### src/rtl/error_status_flags_pkg.sv
// Constants for the error status flag bank
// Assumes one core clock, synchronous reset, plain register port
package error_status_flags_pkg;
	// ****************
	// Register map
	// ****************
	localparam int          ADDR_W        = 8;
	localparam int          DATA_W        = 32;
	localparam int          FLAG_W        = 16;
	localparam logic [7:0]  OFF_STATUS    = 8'h00;
	localparam logic [7:0]  OFF_ENABLE    = 8'h04;
	localparam logic [7:0]  OFF_LOG_ADDR  = 8'h08;
	localparam logic [7:0]  OFF_LOG_SRC   = 8'h0C;
	localparam logic [7:0]  OFF_IRQ_STAT  = 8'h10;
	localparam logic [7:0]  OFF_IRQ_MASK  = 8'h14;
	// ****************
	// Field positions
	// ****************
	localparam int          BIT_SBE       = 0;
	localparam int          BIT_BAD_CMD   = 1;
	localparam int          BIT_BAD_ENTRY = 2;
	localparam int          BIT_MBE       = 7;
	localparam int          BIT_GLOBAL_EN = 15;
	localparam logic [15:0] FLAG_MASK     = 16'h0087;
	localparam int          LOG_ADDR_W    = 32;
	localparam int          CHAN_W        = 2;
	localparam int          DEV_W         = 3;
	localparam int          CORR_W        = 64;
	// ****************
	// Reset values
	// ****************
	localparam logic [15:0] FLAG_RST      = 16'h0000;
	localparam logic [15:0] ENABLE_RST    = 16'h0000;
endpackage

### src/rtl/flag_if.sv
// Carries flag state and error log from the flag core to its users
// Assumes both ends share CLK_SYS
`timescale 1ns/10ps
interface flag_if;
	logic [error_status_flags_pkg::FLAG_W-1:0]     flags;
	logic [error_status_flags_pkg::FLAG_W-1:0]     rise;
	logic [error_status_flags_pkg::LOG_ADDR_W-1:0] log_addr;
	logic [error_status_flags_pkg::CHAN_W-1:0]     log_chan;
	logic [error_status_flags_pkg::DEV_W-1:0]      log_dev;
	modport src (output flags, rise, log_addr, log_chan, log_dev);
	modport snk (input flags, rise, log_addr, log_chan, log_dev);
endinterface

### src/rtl/flag_core.sv
// Sticky error flags and the error address log with its lock
// Assumes event inputs are one-cycle pulses synchronous to clk
`timescale 1ns/10ps
module flag_core (
	input  wire logic                              clk,
	input  wire logic                              rst,
	input  wire logic                              bad_entry_evt,
	input  wire logic                              bad_cmd_evt,
	input  wire logic                              sbe_evt,
	input  wire logic                              mbe_evt,
	input  wire logic [error_status_flags_pkg::LOG_ADDR_W-1:0] err_addr,
	input  wire logic [error_status_flags_pkg::CHAN_W-1:0]     err_chan,
	input  wire logic [error_status_flags_pkg::DEV_W-1:0]      err_dev,
	input  wire logic [error_status_flags_pkg::FLAG_W-1:0]     clr,
	flag_if.src                                    fo
);
	logic [error_status_flags_pkg::FLAG_W-1:0]     flags_reg, flags_next, set;
	logic [error_status_flags_pkg::LOG_ADDR_W-1:0] addr_reg, addr_next;
	logic [error_status_flags_pkg::CHAN_W-1:0]     chan_reg, chan_next;
	logic [error_status_flags_pkg::DEV_W-1:0]      dev_reg, dev_next;
	logic                              sbe_lock, mbe_lock;

	always_comb begin
		set = '0;
		set[error_status_flags_pkg::BIT_BAD_ENTRY] = bad_entry_evt;
		set[error_status_flags_pkg::BIT_BAD_CMD] = bad_cmd_evt;
		set[error_status_flags_pkg::BIT_SBE] = sbe_evt;
		set[error_status_flags_pkg::BIT_MBE] = mbe_evt;
		// Set beats a clear in the same cycle
		flags_next = ((flags_reg & ~clr) | set) & error_status_flags_pkg::FLAG_MASK;
		// A clear this cycle already releases the lock
		sbe_lock = flags_reg[error_status_flags_pkg::BIT_SBE] & ~clr[error_status_flags_pkg::BIT_SBE];
		mbe_lock = flags_reg[error_status_flags_pkg::BIT_MBE] & ~clr[error_status_flags_pkg::BIT_MBE];
		addr_next = addr_reg;
		chan_next = chan_reg;
		dev_next = dev_reg;
		if (mbe_evt && !mbe_lock) begin
			addr_next = err_addr;
			chan_next = err_chan;
			dev_next = err_dev;
		end else if (sbe_evt && !sbe_lock && !mbe_lock) begin
			addr_next = err_addr;
			chan_next = err_chan;
			dev_next = err_dev;
		end
	end

	always_ff @(posedge clk) begin
		if (rst) begin
			flags_reg <= error_status_flags_pkg::FLAG_RST;
			addr_reg <= '0;
			chan_reg <= '0;
			dev_reg <= '0;
		end else begin
			flags_reg <= flags_next;
			addr_reg <= addr_next;
			chan_reg <= chan_next;
			dev_reg <= dev_next;
		end
	end

	assign fo.flags = flags_reg;
	assign fo.rise = flags_next & ~flags_reg;
	assign fo.log_addr = addr_reg;
	assign fo.log_chan = chan_reg;
	assign fo.log_dev = dev_reg;
endmodule // flag_core

### src/rtl/serr_msg.sv
// Hub-link system error message on rising, enabled flags
// Assumes enable word lays out like the flag word, global enable at top
`timescale 1ns/10ps
module serr_msg (
	input  wire logic                          clk,
	input  wire logic                          rst,
	input  wire logic [error_status_flags_pkg::FLAG_W-1:0] enable,
	flag_if.snk                                fi,
	output logic                               msg
);
	logic msg_reg, msg_next;

	always_comb begin
		// Several rising flags in one cycle merge into one message
		msg_next = enable[error_status_flags_pkg::BIT_GLOBAL_EN] &
			(|(fi.rise & enable & error_status_flags_pkg::FLAG_MASK));
	end

	always_ff @(posedge clk) begin
		if (rst)
			msg_reg <= 1'b0;
		else
			msg_reg <= msg_next;
	end

	assign msg = msg_reg;
endmodule // serr_msg

### src/rtl/error_status_bank.sv
// Top of the error status flag bank: register port, interrupt, messages
// Assumes register strobes are one cycle and never both high
`timescale 1ns/10ps
module error_status_bank (
	input  wire logic                              CLK_SYS,
	input  wire logic                              RST,
	input  wire logic [error_status_flags_pkg::ADDR_W-1:0]     ADDR,
	input  wire logic [error_status_flags_pkg::DATA_W-1:0]     WDATA,
	input  wire logic                              WR,
	input  wire logic                              RD,
	output logic      [error_status_flags_pkg::DATA_W-1:0]     RDATA,
	input  wire logic                              BAD_ENTRY_EVT,
	input  wire logic                              BAD_CMD_EVT,
	input  wire logic                              SBE_EVT,
	input  wire logic                              MBE_EVT,
	input  wire logic [error_status_flags_pkg::LOG_ADDR_W-1:0] ERR_ADDR,
	input  wire logic [error_status_flags_pkg::CHAN_W-1:0]     ERR_CHAN,
	input  wire logic [error_status_flags_pkg::DEV_W-1:0]      ERR_DEV,
	input  wire logic [error_status_flags_pkg::CORR_W-1:0]     CORR_DATA,
	input  wire logic                              CORR_VALID,
	output logic      [error_status_flags_pkg::CORR_W-1:0]     READ_DATA,
	output logic                                   READ_VALID,
	output logic                                   SERR_MSG,
	output logic                                   IRQ
);
	// ****************
	// Decode
	// ****************
	function automatic logic hit(input logic [7:0] a, input logic [7:0] off);
		hit = (a == off);
	endfunction

	flag_if fl ();

	logic [error_status_flags_pkg::FLAG_W-1:0]  clr;
	logic [error_status_flags_pkg::FLAG_W-1:0]  enable_reg, enable_next;
	logic [error_status_flags_pkg::FLAG_W-1:0]  irq_stat_reg, irq_stat_next;
	logic [error_status_flags_pkg::FLAG_W-1:0]  irq_mask_reg, irq_mask_next;
	logic                           irq_reg, irq_next;
	logic [error_status_flags_pkg::DATA_W-1:0]  rdata_reg, rdata_next;
	logic [error_status_flags_pkg::CORR_W-1:0]  rd_data_reg, rd_data_next;
	logic                           rd_valid_reg, rd_valid_next;
	logic                           wr_status, wr_enable, wr_mask, rd_irq;

	// ****************
	// Flag core
	// ****************
	always_comb begin
		wr_status = WR & hit(ADDR, error_status_flags_pkg::OFF_STATUS);
		wr_enable = WR & hit(ADDR, error_status_flags_pkg::OFF_ENABLE);
		wr_mask = WR & hit(ADDR, error_status_flags_pkg::OFF_IRQ_MASK);
		rd_irq = RD & hit(ADDR, error_status_flags_pkg::OFF_IRQ_STAT);
		clr = wr_status ? WDATA[error_status_flags_pkg::FLAG_W-1:0] : '0;
	end

	flag_core u_core (
		.clk           (CLK_SYS),
		.rst           (RST),
		.bad_entry_evt (BAD_ENTRY_EVT),
		.bad_cmd_evt   (BAD_CMD_EVT),
		.sbe_evt       (SBE_EVT),
		.mbe_evt       (MBE_EVT),
		.err_addr      (ERR_ADDR),
		.err_chan      (ERR_CHAN),
		.err_dev       (ERR_DEV),
		.clr           (clr),
		.fo            (fl)
	);

	serr_msg u_serr (
		.clk    (CLK_SYS),
		.rst    (RST),
		.enable (enable_reg),
		.fi     (fl),
		.msg    (SERR_MSG)
	);

	// ****************
	// Registers and interrupt
	// ****************
	always_comb begin
		enable_next = wr_enable ? WDATA[error_status_flags_pkg::FLAG_W-1:0] : enable_reg;
		irq_mask_next = wr_mask ? WDATA[error_status_flags_pkg::FLAG_W-1:0] : irq_mask_reg;
		// Read clears, a new rise in the same cycle survives
		irq_stat_next = ((rd_irq ? '0 : irq_stat_reg) | fl.rise) & error_status_flags_pkg::FLAG_MASK;
		irq_next = |(irq_stat_next & irq_mask_next);
		rdata_next = '0;
		if (RD) begin
			case (ADDR)
				error_status_flags_pkg::OFF_STATUS:   rdata_next = {16'h0000, fl.flags};
				error_status_flags_pkg::OFF_ENABLE:   rdata_next = {16'h0000, enable_reg};
				error_status_flags_pkg::OFF_LOG_ADDR: rdata_next = fl.log_addr;
				error_status_flags_pkg::OFF_LOG_SRC:  rdata_next = {27'h0000000, fl.log_dev, fl.log_chan};
				error_status_flags_pkg::OFF_IRQ_STAT: rdata_next = {16'h0000, irq_stat_reg};
				error_status_flags_pkg::OFF_IRQ_MASK: rdata_next = {16'h0000, irq_mask_reg};
				default:                  rdata_next = '0;
			endcase
		end
		// Corrected data flows on regardless of the flag
		rd_data_next = CORR_DATA;
		rd_valid_next = CORR_VALID;
	end

	always_ff @(posedge CLK_SYS) begin
		if (RST) begin
			enable_reg <= error_status_flags_pkg::ENABLE_RST;
			irq_stat_reg <= error_status_flags_pkg::FLAG_RST;
			irq_mask_reg <= error_status_flags_pkg::FLAG_RST;
			irq_reg <= 1'b0;
			rdata_reg <= '0;
			rd_data_reg <= '0;
			rd_valid_reg <= 1'b0;
		end else begin
			enable_reg <= enable_next;
			irq_stat_reg <= irq_stat_next;
			irq_mask_reg <= irq_mask_next;
			irq_reg <= irq_next;
			rdata_reg <= rdata_next;
			rd_data_reg <= rd_data_next;
			rd_valid_reg <= rd_valid_next;
		end
	end

	assign RDATA = rdata_reg;
	assign IRQ = irq_reg;
	assign READ_DATA = rd_data_reg;
	assign READ_VALID = rd_valid_reg;

	logic [error_status_flags_pkg::LOG_ADDR_W-1:0] log_a;
	logic                              sbe_f, mbe_f, clr0, clr7;
	assign log_a = fl.log_addr;
	assign sbe_f = fl.flags[error_status_flags_pkg::BIT_SBE];
	assign mbe_f = fl.flags[error_status_flags_pkg::BIT_MBE];
	assign clr0 = clr[error_status_flags_pkg::BIT_SBE];
	assign clr7 = clr[error_status_flags_pkg::BIT_MBE];
endmodule // error_status_bank

### config.mk
export PLATFORM = sky130hd
export DESIGN_NAME = error_status_bank
export DESIGN_NICKNAME = d
export VERILOG_FILES = /design/src/rtl/error_status_flags_pkg.sv /design/src/rtl/flag_if.sv /design/src/rtl/flag_core.sv /design/src/rtl/serr_msg.sv /design/src/rtl/error_status_bank.sv
export SDC_FILE = /design/constraint.sdc
export NUM_CORES = 1
export LEC_CHECK = 0
export BUFFER_PORTS_ARGS = -buffer_cell sky130_fd_sc_hd__buf_2
export CAP_MARGIN = 20
export CORE_MARGIN = 10
export CORE_UTILIZATION = 52
export DETAILED_ROUTE_END_ITERATION = 10
export GPL_ROUTABILITY_DRIVEN = 0
export PLACE_DENSITY_LB_ADDON = 0.2
export SYNTH_ARGS = -nofsm -noshare
export SYNTH_HDL_FRONTEND = slang
export SYNTH_SLANG_ARGS = --single-unit
### constraint.sdc
create_clock -name CLK_SYS -period 2.55 [get_ports CLK_SYS]
set_input_delay 0.255 -clock CLK_SYS [delete_from_list [all_inputs] [get_ports CLK_SYS]]
set_output_delay 0.255 -clock CLK_SYS [all_outputs]
set_load 0.01 [all_outputs]
### After elaboration in Yosys (flattened, before gate mapping)

Cells that the tools add are included.

| storage, ports and cells | value |
|---|---|
| bits in writable memories | 0 |
| output and inout port bits | 99 |
| memories kept | 0 |
| bits in latches | 0 |
| bits of input ports | 150 |
| register bits | 176 |
| memory bits (read-only) | 0 |

| operators by class | value |
|---|---|
| magnitude comparators | 0 |
| bitwise operators | 18 |
| shift-type cells | 0 |
| eq/ne operators | 5 |
| reductions and logical operators | 10 |
| divide/modulo/power cells | 0 |
| $add $sub $neg | 0 |
| $mul | 0 |
| mux-type cells | 10 |

Operators by type and width:

| kind | count |
|---|---|
| case mux 32 bit (6 select lines) | 1 |
| 2-to-1 mux 32 bit | 2 |
| bitwise AND 8 bit | 3 |
| bitwise AND 8 x 16 -> 16 bit | 1 |
| == test 8 x 4 -> 1 bit, second input constant | 2 |
| == test 8 x 5 -> 1 bit, second input constant | 2 |
| 2-to-1 mux 16 bit | 1 |
| 2-to-1 mux 8 bit | 2 |
| NOT 8 bit | 2 |
| bitwise OR 8 bit | 2 |
| OR reduction 16 bit | 1 |
| == test 8 x 3 -> 1 bit, second input constant | 1 |
| logical NOT 8 bit | 1 |
| bitwise AND 1 bit | 7 |
| 2-to-1 mux 3 bit | 2 |
| 2-to-1 mux 2 bit | 2 |
| OR reduction 4 bit | 1 |
| logical AND 1 bit | 3 |
| NOT 1 bit | 3 |
| logical NOT 1 bit | 2 |
| nonzero test 2 bit | 1 |
| OR reduction 2 bit | 1 |

### Longest topological paths before layout

| depth | value |
|---|---|
| word-level depth | 10 |
| mapped depth | 7 |
| mapped depth without buffers | 4 |

### Hierarchy

Synthesis repeated with hierarchy kept, for this count alone.

| unflattened totals | value |
|---|---|
| cell total of the unflattened synthesis | 664 |
| area total of the unflattened synthesis | 6817.8 um^2 |

By module, submodules not included:

| module | cells an instance | sequential area each (um^2) | times used | area an instance (um^2) |
|---|---|---|---|---|
| error_status_bank | 451 | 2682.6 | 1 | 4599.4 |
| flag_core | 208 | 820.8 | 1 | 2172.1 |
| serr_msg | 5 | 20.0 | 1 | 46.3 |

### Least setup slack after synthesis

No wires, ideal clock.

| path | value |
|---|---|
| kind | input -> register |
| start | input port WR |
| end | register u_core.addr_reg, in the netlist u_core.fo.log_addr[10] |
| setup slack | 0.959 ns |
| data required time | 2.478 ns |
| path buffers | 3 |
| data arrival time | 1.519 ns |
| stages | 7 |
| setup time | 0.072 ns |
| path through | clkbuf_1 -> nor2b_1 -> a41oi_2 -> a21oi_2 -> buf_6 -> buf_12 -> mux2i_1 |

| between the ends | value |
|---|---|
| word-level cells in the longest chain between the ends | 8 |
| elaborated cells on any way between the ends | 13 |
| those cells by class | 2 x mux; 5 x bitwise; 6 x reduce/logical |

RTL lines:

| what | RTL line | source |
|---|---|---|
| from (decl) | error_status_bank.sv:9 | `input wire logic WR,` |
| bitwise AND 1 bit (*) | error_status_bank.sv:49 | `wr_status = WR & hit(ADDR, error_status_flags_pkg::OFF_STATUS);` |
| 2-to-1 mux 8 bit (*) | error_status_bank.sv:53 | `clr = wr_status ? WDATA[error_status_flags_pkg::FLAG_W-1:0] : '0;` |
| NOT 1 bit | flag_core.sv:32 | `sbe_lock = flags_reg[error_status_flags_pkg::BIT_SBE] & ~clr[error_status_flags_pkg::BIT_SBE];` |
| bitwise AND 1 bit | flag_core.sv:32 |  |
| logical NOT 1 bit | flag_core.sv:41 | `end else if (sbe_evt && !sbe_lock && !mbe_lock) begin` |
| logical AND 1 bit (2 in series) | flag_core.sv:41 |  |
| nonzero test 2 bit (no source line) | n/a |  |
| to (signal assigned) | flag_core.sv:56 | `addr_reg <= addr_next;` |
| to (decl) | flag_core.sv:18 | `logic [error_status_flags_pkg::LOG_ADDR_W-1:0] addr_reg, addr_next;` |

Mark *: on every way between the ends. The rest lies on a longest branch, timed or not.
A chain may end at the register's enable or synchronous reset.

### Worst setup path after layout

| path | value |
|---|---|
| start | register u_core.flags_reg, in the netlist u_core.fo.flags[0] |
| end | register u_core.addr_reg, in the netlist u_core.fo.log_addr[27] |

| between the ends | value |
|---|---|
| word-level cells in the longest chain between the ends | 5 |

RTL lines:

| what | RTL line | source |
|---|---|---|
| from (decl) | flag_core.sv:17 | `logic [error_status_flags_pkg::FLAG_W-1:0] flags_reg, flags_next, set;` |
| from (signal assigned) | flag_core.sv:50 | `flags_reg <= error_status_flags_pkg::FLAG_RST;` |
| from (signal assigned) | flag_core.sv:55 | `flags_reg <= flags_next;` |
| bitwise AND 1 bit | flag_core.sv:32 |  |
| logical NOT 1 bit | flag_core.sv:41 |  |
| logical AND 1 bit (2 in series) | flag_core.sv:41 |  |
| nonzero test 2 bit (no source line) | n/a |  |

No other way between the ends.

==> results by group <==
Power
  – Static leakage: 0.00359 uW
  – Pwr dens: 721 nW/um^2
  – VDD IR max: 0.000468 V

Route
  – Via count: 5054
  – Drt drc: 0
  – Drt total wl: 16500 um
  – Post-route ant nets: 0
  – Routed WL per cell: 16.6 um
  – Initial DRT Pass Iterations: 5
  – 1st-iter DRT viols: 436
  – Avg Vias per Cell: 5.07

Timing
  – Final Hold Fails: 0
  – RSZ-0062 raised after global routing: no
  – Fmax: 577 MHz
  – Clock skew: 0.00692 ns
  – Worst Tran Pin Value: 0.819 ns
  – Slack of the critical path: 0.818 ns
  – Max Transition Viols Final: 0
  – Setup TNS: 0 ns
  – Endpoints failing setup: 0
  – Hold_ws: 0.0431 ns
  – Tcrit/Tclk final: 67.9%
  – Period minus WS final: 1.73 ns
  – Relative slew slack: 45.3%

Setup path
  – CP Capture Type: register
  – Setup CP Type: reg -> reg
  – Reg2reg end: u_core.fo.log_addr[27]
  – Crit. Startpoint: u_core.fo.flags[0]
  – Critical Path Sink: u_core.fo.log_addr[27]
  – Reg-to-reg slack, setup: 0.82 ns
  – Critical Path AT: 2.07 ns
  – CP Data Required Time: 2.89 ns
  – Critical Path Start Type: register
  – Reg-to-Reg Start: u_core.fo.flags[0]
  – Crit Path Max Fanout: 25
  – Worst reg-to-reg path cell count: 5

Global routing
  – Initial antenna violation count: 0
  – Tot GR Track Use: 19.1%
  – Largest net degree at the start of global routing: 182
  – Vias in the first global route: 5088
  – Global-route wire length before repair: 25800 um
  – Total global routing overflow: 0

Yosys
  – Synth Area in Simple Gates: 25.1%
  – Warnings, synthesis: 0
  – Ys flop type: dfxtp_1
  – Largest family of logic cells by synthesized area: simple AND/OR/NAND/NOR gates
  – Flops & latches, synth: 176
  – Compound-gate portion of the synthesized area: 8.76%
  – Post-synth ARST share: 0%
  – Syn Area/Cell: 10.3 sq um
  – Synth Instances: 618
  – Synthesized net count: 768
  – Netlist Area Pre-Place: 6370 sq um
  – Share of the synthesized area in the top cell type: 55.3%
  – Synth Area in Adders: 0%
  – Unique masters post-synth: 43
  – Xor/xnor cell area share of the yosys netlist: 0%
  – Top post-synthesis cells by count: 176 x dfxtp_1, 74 x nand2b_1, 71 x nor2b_1, 37 x mux2i_1, 36 x a21oi_1
  – Synth area leaders: dfxtp_1 55%, nand2b_1 7.3%, nor2b_1 7.0%
  – Mux contribution to synthesized area: 6.34%
  – Post-synth EDFFs: 0
  – Yosys top cell by area: dfxtp_1
  – Part of the Yosys area used for sequential elements: 55.3%
  – Most frequent cell after synthesis: dfxtp_1

Finish
  – Layout cell share with drive strength beyond 1: 33.6%
  – Nets: 987
  – Max reg flops: 64
  – Area Growth Syn to Fin: 27.7%
  – Final non-filler cell total: 997
  – Post-route cell area: 8140 sq um
  – Layout filler cell count: 1016
  – Ant. Diodes: 0

CTS
  – H-tree Lvls: 4
  – Clock Pin Slew Worst Setup and Hold Paths: 0.06 ns
  – CTS hold repair buffers: 0
  – Clk Latency, worst-skew pair: 0.42 ns
  – CTS tree: done
  – CTS buffer count: 17
  – Setup Buffers After CTS: 0
  – Post_cts resized: 0
  – Root Driver: clkbuf_16
  – Largest buffer count on any clock path: 2
  – CTS Sinks: 176

Placement
  – Buffers on Ports: 232
  – Dpl hpwl: 12000 um
  – DP Area: 7560 sq um
  – Place WS: 0.470 ns
  – Placed insts: 965

Run status
  – Status: finished clean

Hold path
  – Hold/Removal Path Class: in -> reg

Floorplanning
  – Num rows: 40
  – Initial core utilization: 53.0%
  – Core area: 12000 sq um
  – Chip height: 131 um
  – I/O pin cnt: 249
  – Die W: 131 um
  – Die area: 17100 sq um

Flow run
  – MaxCap Viol Count: 0
[cell type report]
| cell class | instances | area (sq um) | area share, % |
|---|---|---|---|
| inverters | 6 | 22.5 | 0.277 |
| well taps | 147 | 184 | 2.26 |
| clock inverters | 11 | 114 | 1.40 |
| multi-input cells | 394 | 2570 | 31.6 |
| flip-flops and latches | 176 | 3520 | 43.3 |
| repair buffers | 242 | 1260 | 15.5 |
| clock buffers | 21 | 460 | 5.66 |
[routing by layer]
| layer | part of all wire [%] | vias to the layer above | wire length, um | GRT usage, % |
|---|---|---|---|---|
| li1 | - | 2531 | - | - |
| met1 | 40 | 2330 | 6670 | 22.5 |
| met2 | 50 | 184 | 8270 | 31.9 |
| met3 | 8.7 | 9 | 1430 | 6.81 |
| met4 | 0.81 | 0 | 134 | 5.69 |
| met5 | 0 | - | 0 | 0 |
[critical path, cell delays in order (launching register included)]
cell and delay [ns]:
dfxtp_1 0.34, nor2b_1 0.35, nor2_1 0.13, a21oi_4 0.35, buf_12 0.27, mux2i_1 0.21
[logic make-up after synthesis]
kind of cell,count (synthesis)
AO/OA/AOI/OAI,80
flip-flops,176
AND/OR/NAND/NOR,274
buffers and inverters,48
multiplexers,40
[cells in the final DEF, fill, tap and decap left out, types with 2 or more instances in the layout]
| cell | synthesis | final |
|---|---|---|
| o22ai_1 | 4 | 4 |
| o21ba_2 | 4 | 4 |
| nand2_1 | 32 | 32 |
| clkbuf_1 | 25 | 2 |
| mux2_2 | 3 | 3 |
| nand2b_1 | 74 | 74 |
| a222oi_1 | 13 | 13 |
| buf_2 | 3 | 231 |
| clkinv_2 | 0 | 6 |
| nand3_1 | 30 | 30 |
| o31a_1 | 4 | 4 |
| bufinv_16 | 0 | 2 |
| nor2_1 | 25 | 25 |
| clkbuf_8 | 0 | 2 |
| and4b_1 | 2 | 2 |
| dfxtp_1 | 176 | 176 |
| a21oi_1 | 36 | 36 |
| clkbuf_16 | 0 | 17 |
| a22oi_1 | 8 | 8 |
| a31oi_1 | 5 | 5 |
| buf_12 | 3 | 2 |
| mux2i_1 | 37 | 37 |
| and4_1 | 5 | 5 |
| nor2b_1 | 71 | 71 |
| buf_4 | 6 | 9 |
| inv_1 | 6 | 6 |
| clkinvlp_4 | 0 | 2 |
| or4b_1 | 2 | 2 |
| and2_1 | 18 | 18 |
| nand4_1 | 5 | 5 |
[power by group]
part	internal (uW)	leakage (uW)	total, uW	switching (uW)
clock	1480	0.000282	2500	1010
sequential	2860	0.00145	2900	42.7
combinational	231	0.00186	468	238
total	4570	0.00359	5870	1290
[through the flow]
stage | power (uW) | utilization [%]
5_1_grt | 6110 | 67.8
4_1_cts | 5910 | 67.8
3_5_place_dp | 3430 | 63.0
6_report | 5870 | 67.8
3_3_place_gp | 3420 | 63.0
2_1_floorplan | 3220 | -
[worst min-delay path by stage]
| stage | start | to | slack (ns) | cells after the start |
|---|---|---|---|---|
| 2_1_floorplan | SBE_EVT | u_core.fo.flags[0] | 0.37 | 2 |
| 3_3_place_gp | u_core.fo.log_addr[29] | RDATA[29] | 0.44 | 1 |
| 3_5_place_dp | u_core.fo.log_addr[17] | RDATA[17] | 0.44 | 1 |
| 4_1_cts | CORR_DATA[23] | READ_DATA[23] | 0.03 | 2 |
| 5_1_grt | CORR_DATA[10] | READ_DATA[10] | 0.03 | 2 |
| 6_report | CORR_DATA[24] | READ_DATA[24] | 0.04 | 2 |
No activity file was read; power rests on OpenSTA's default activity.
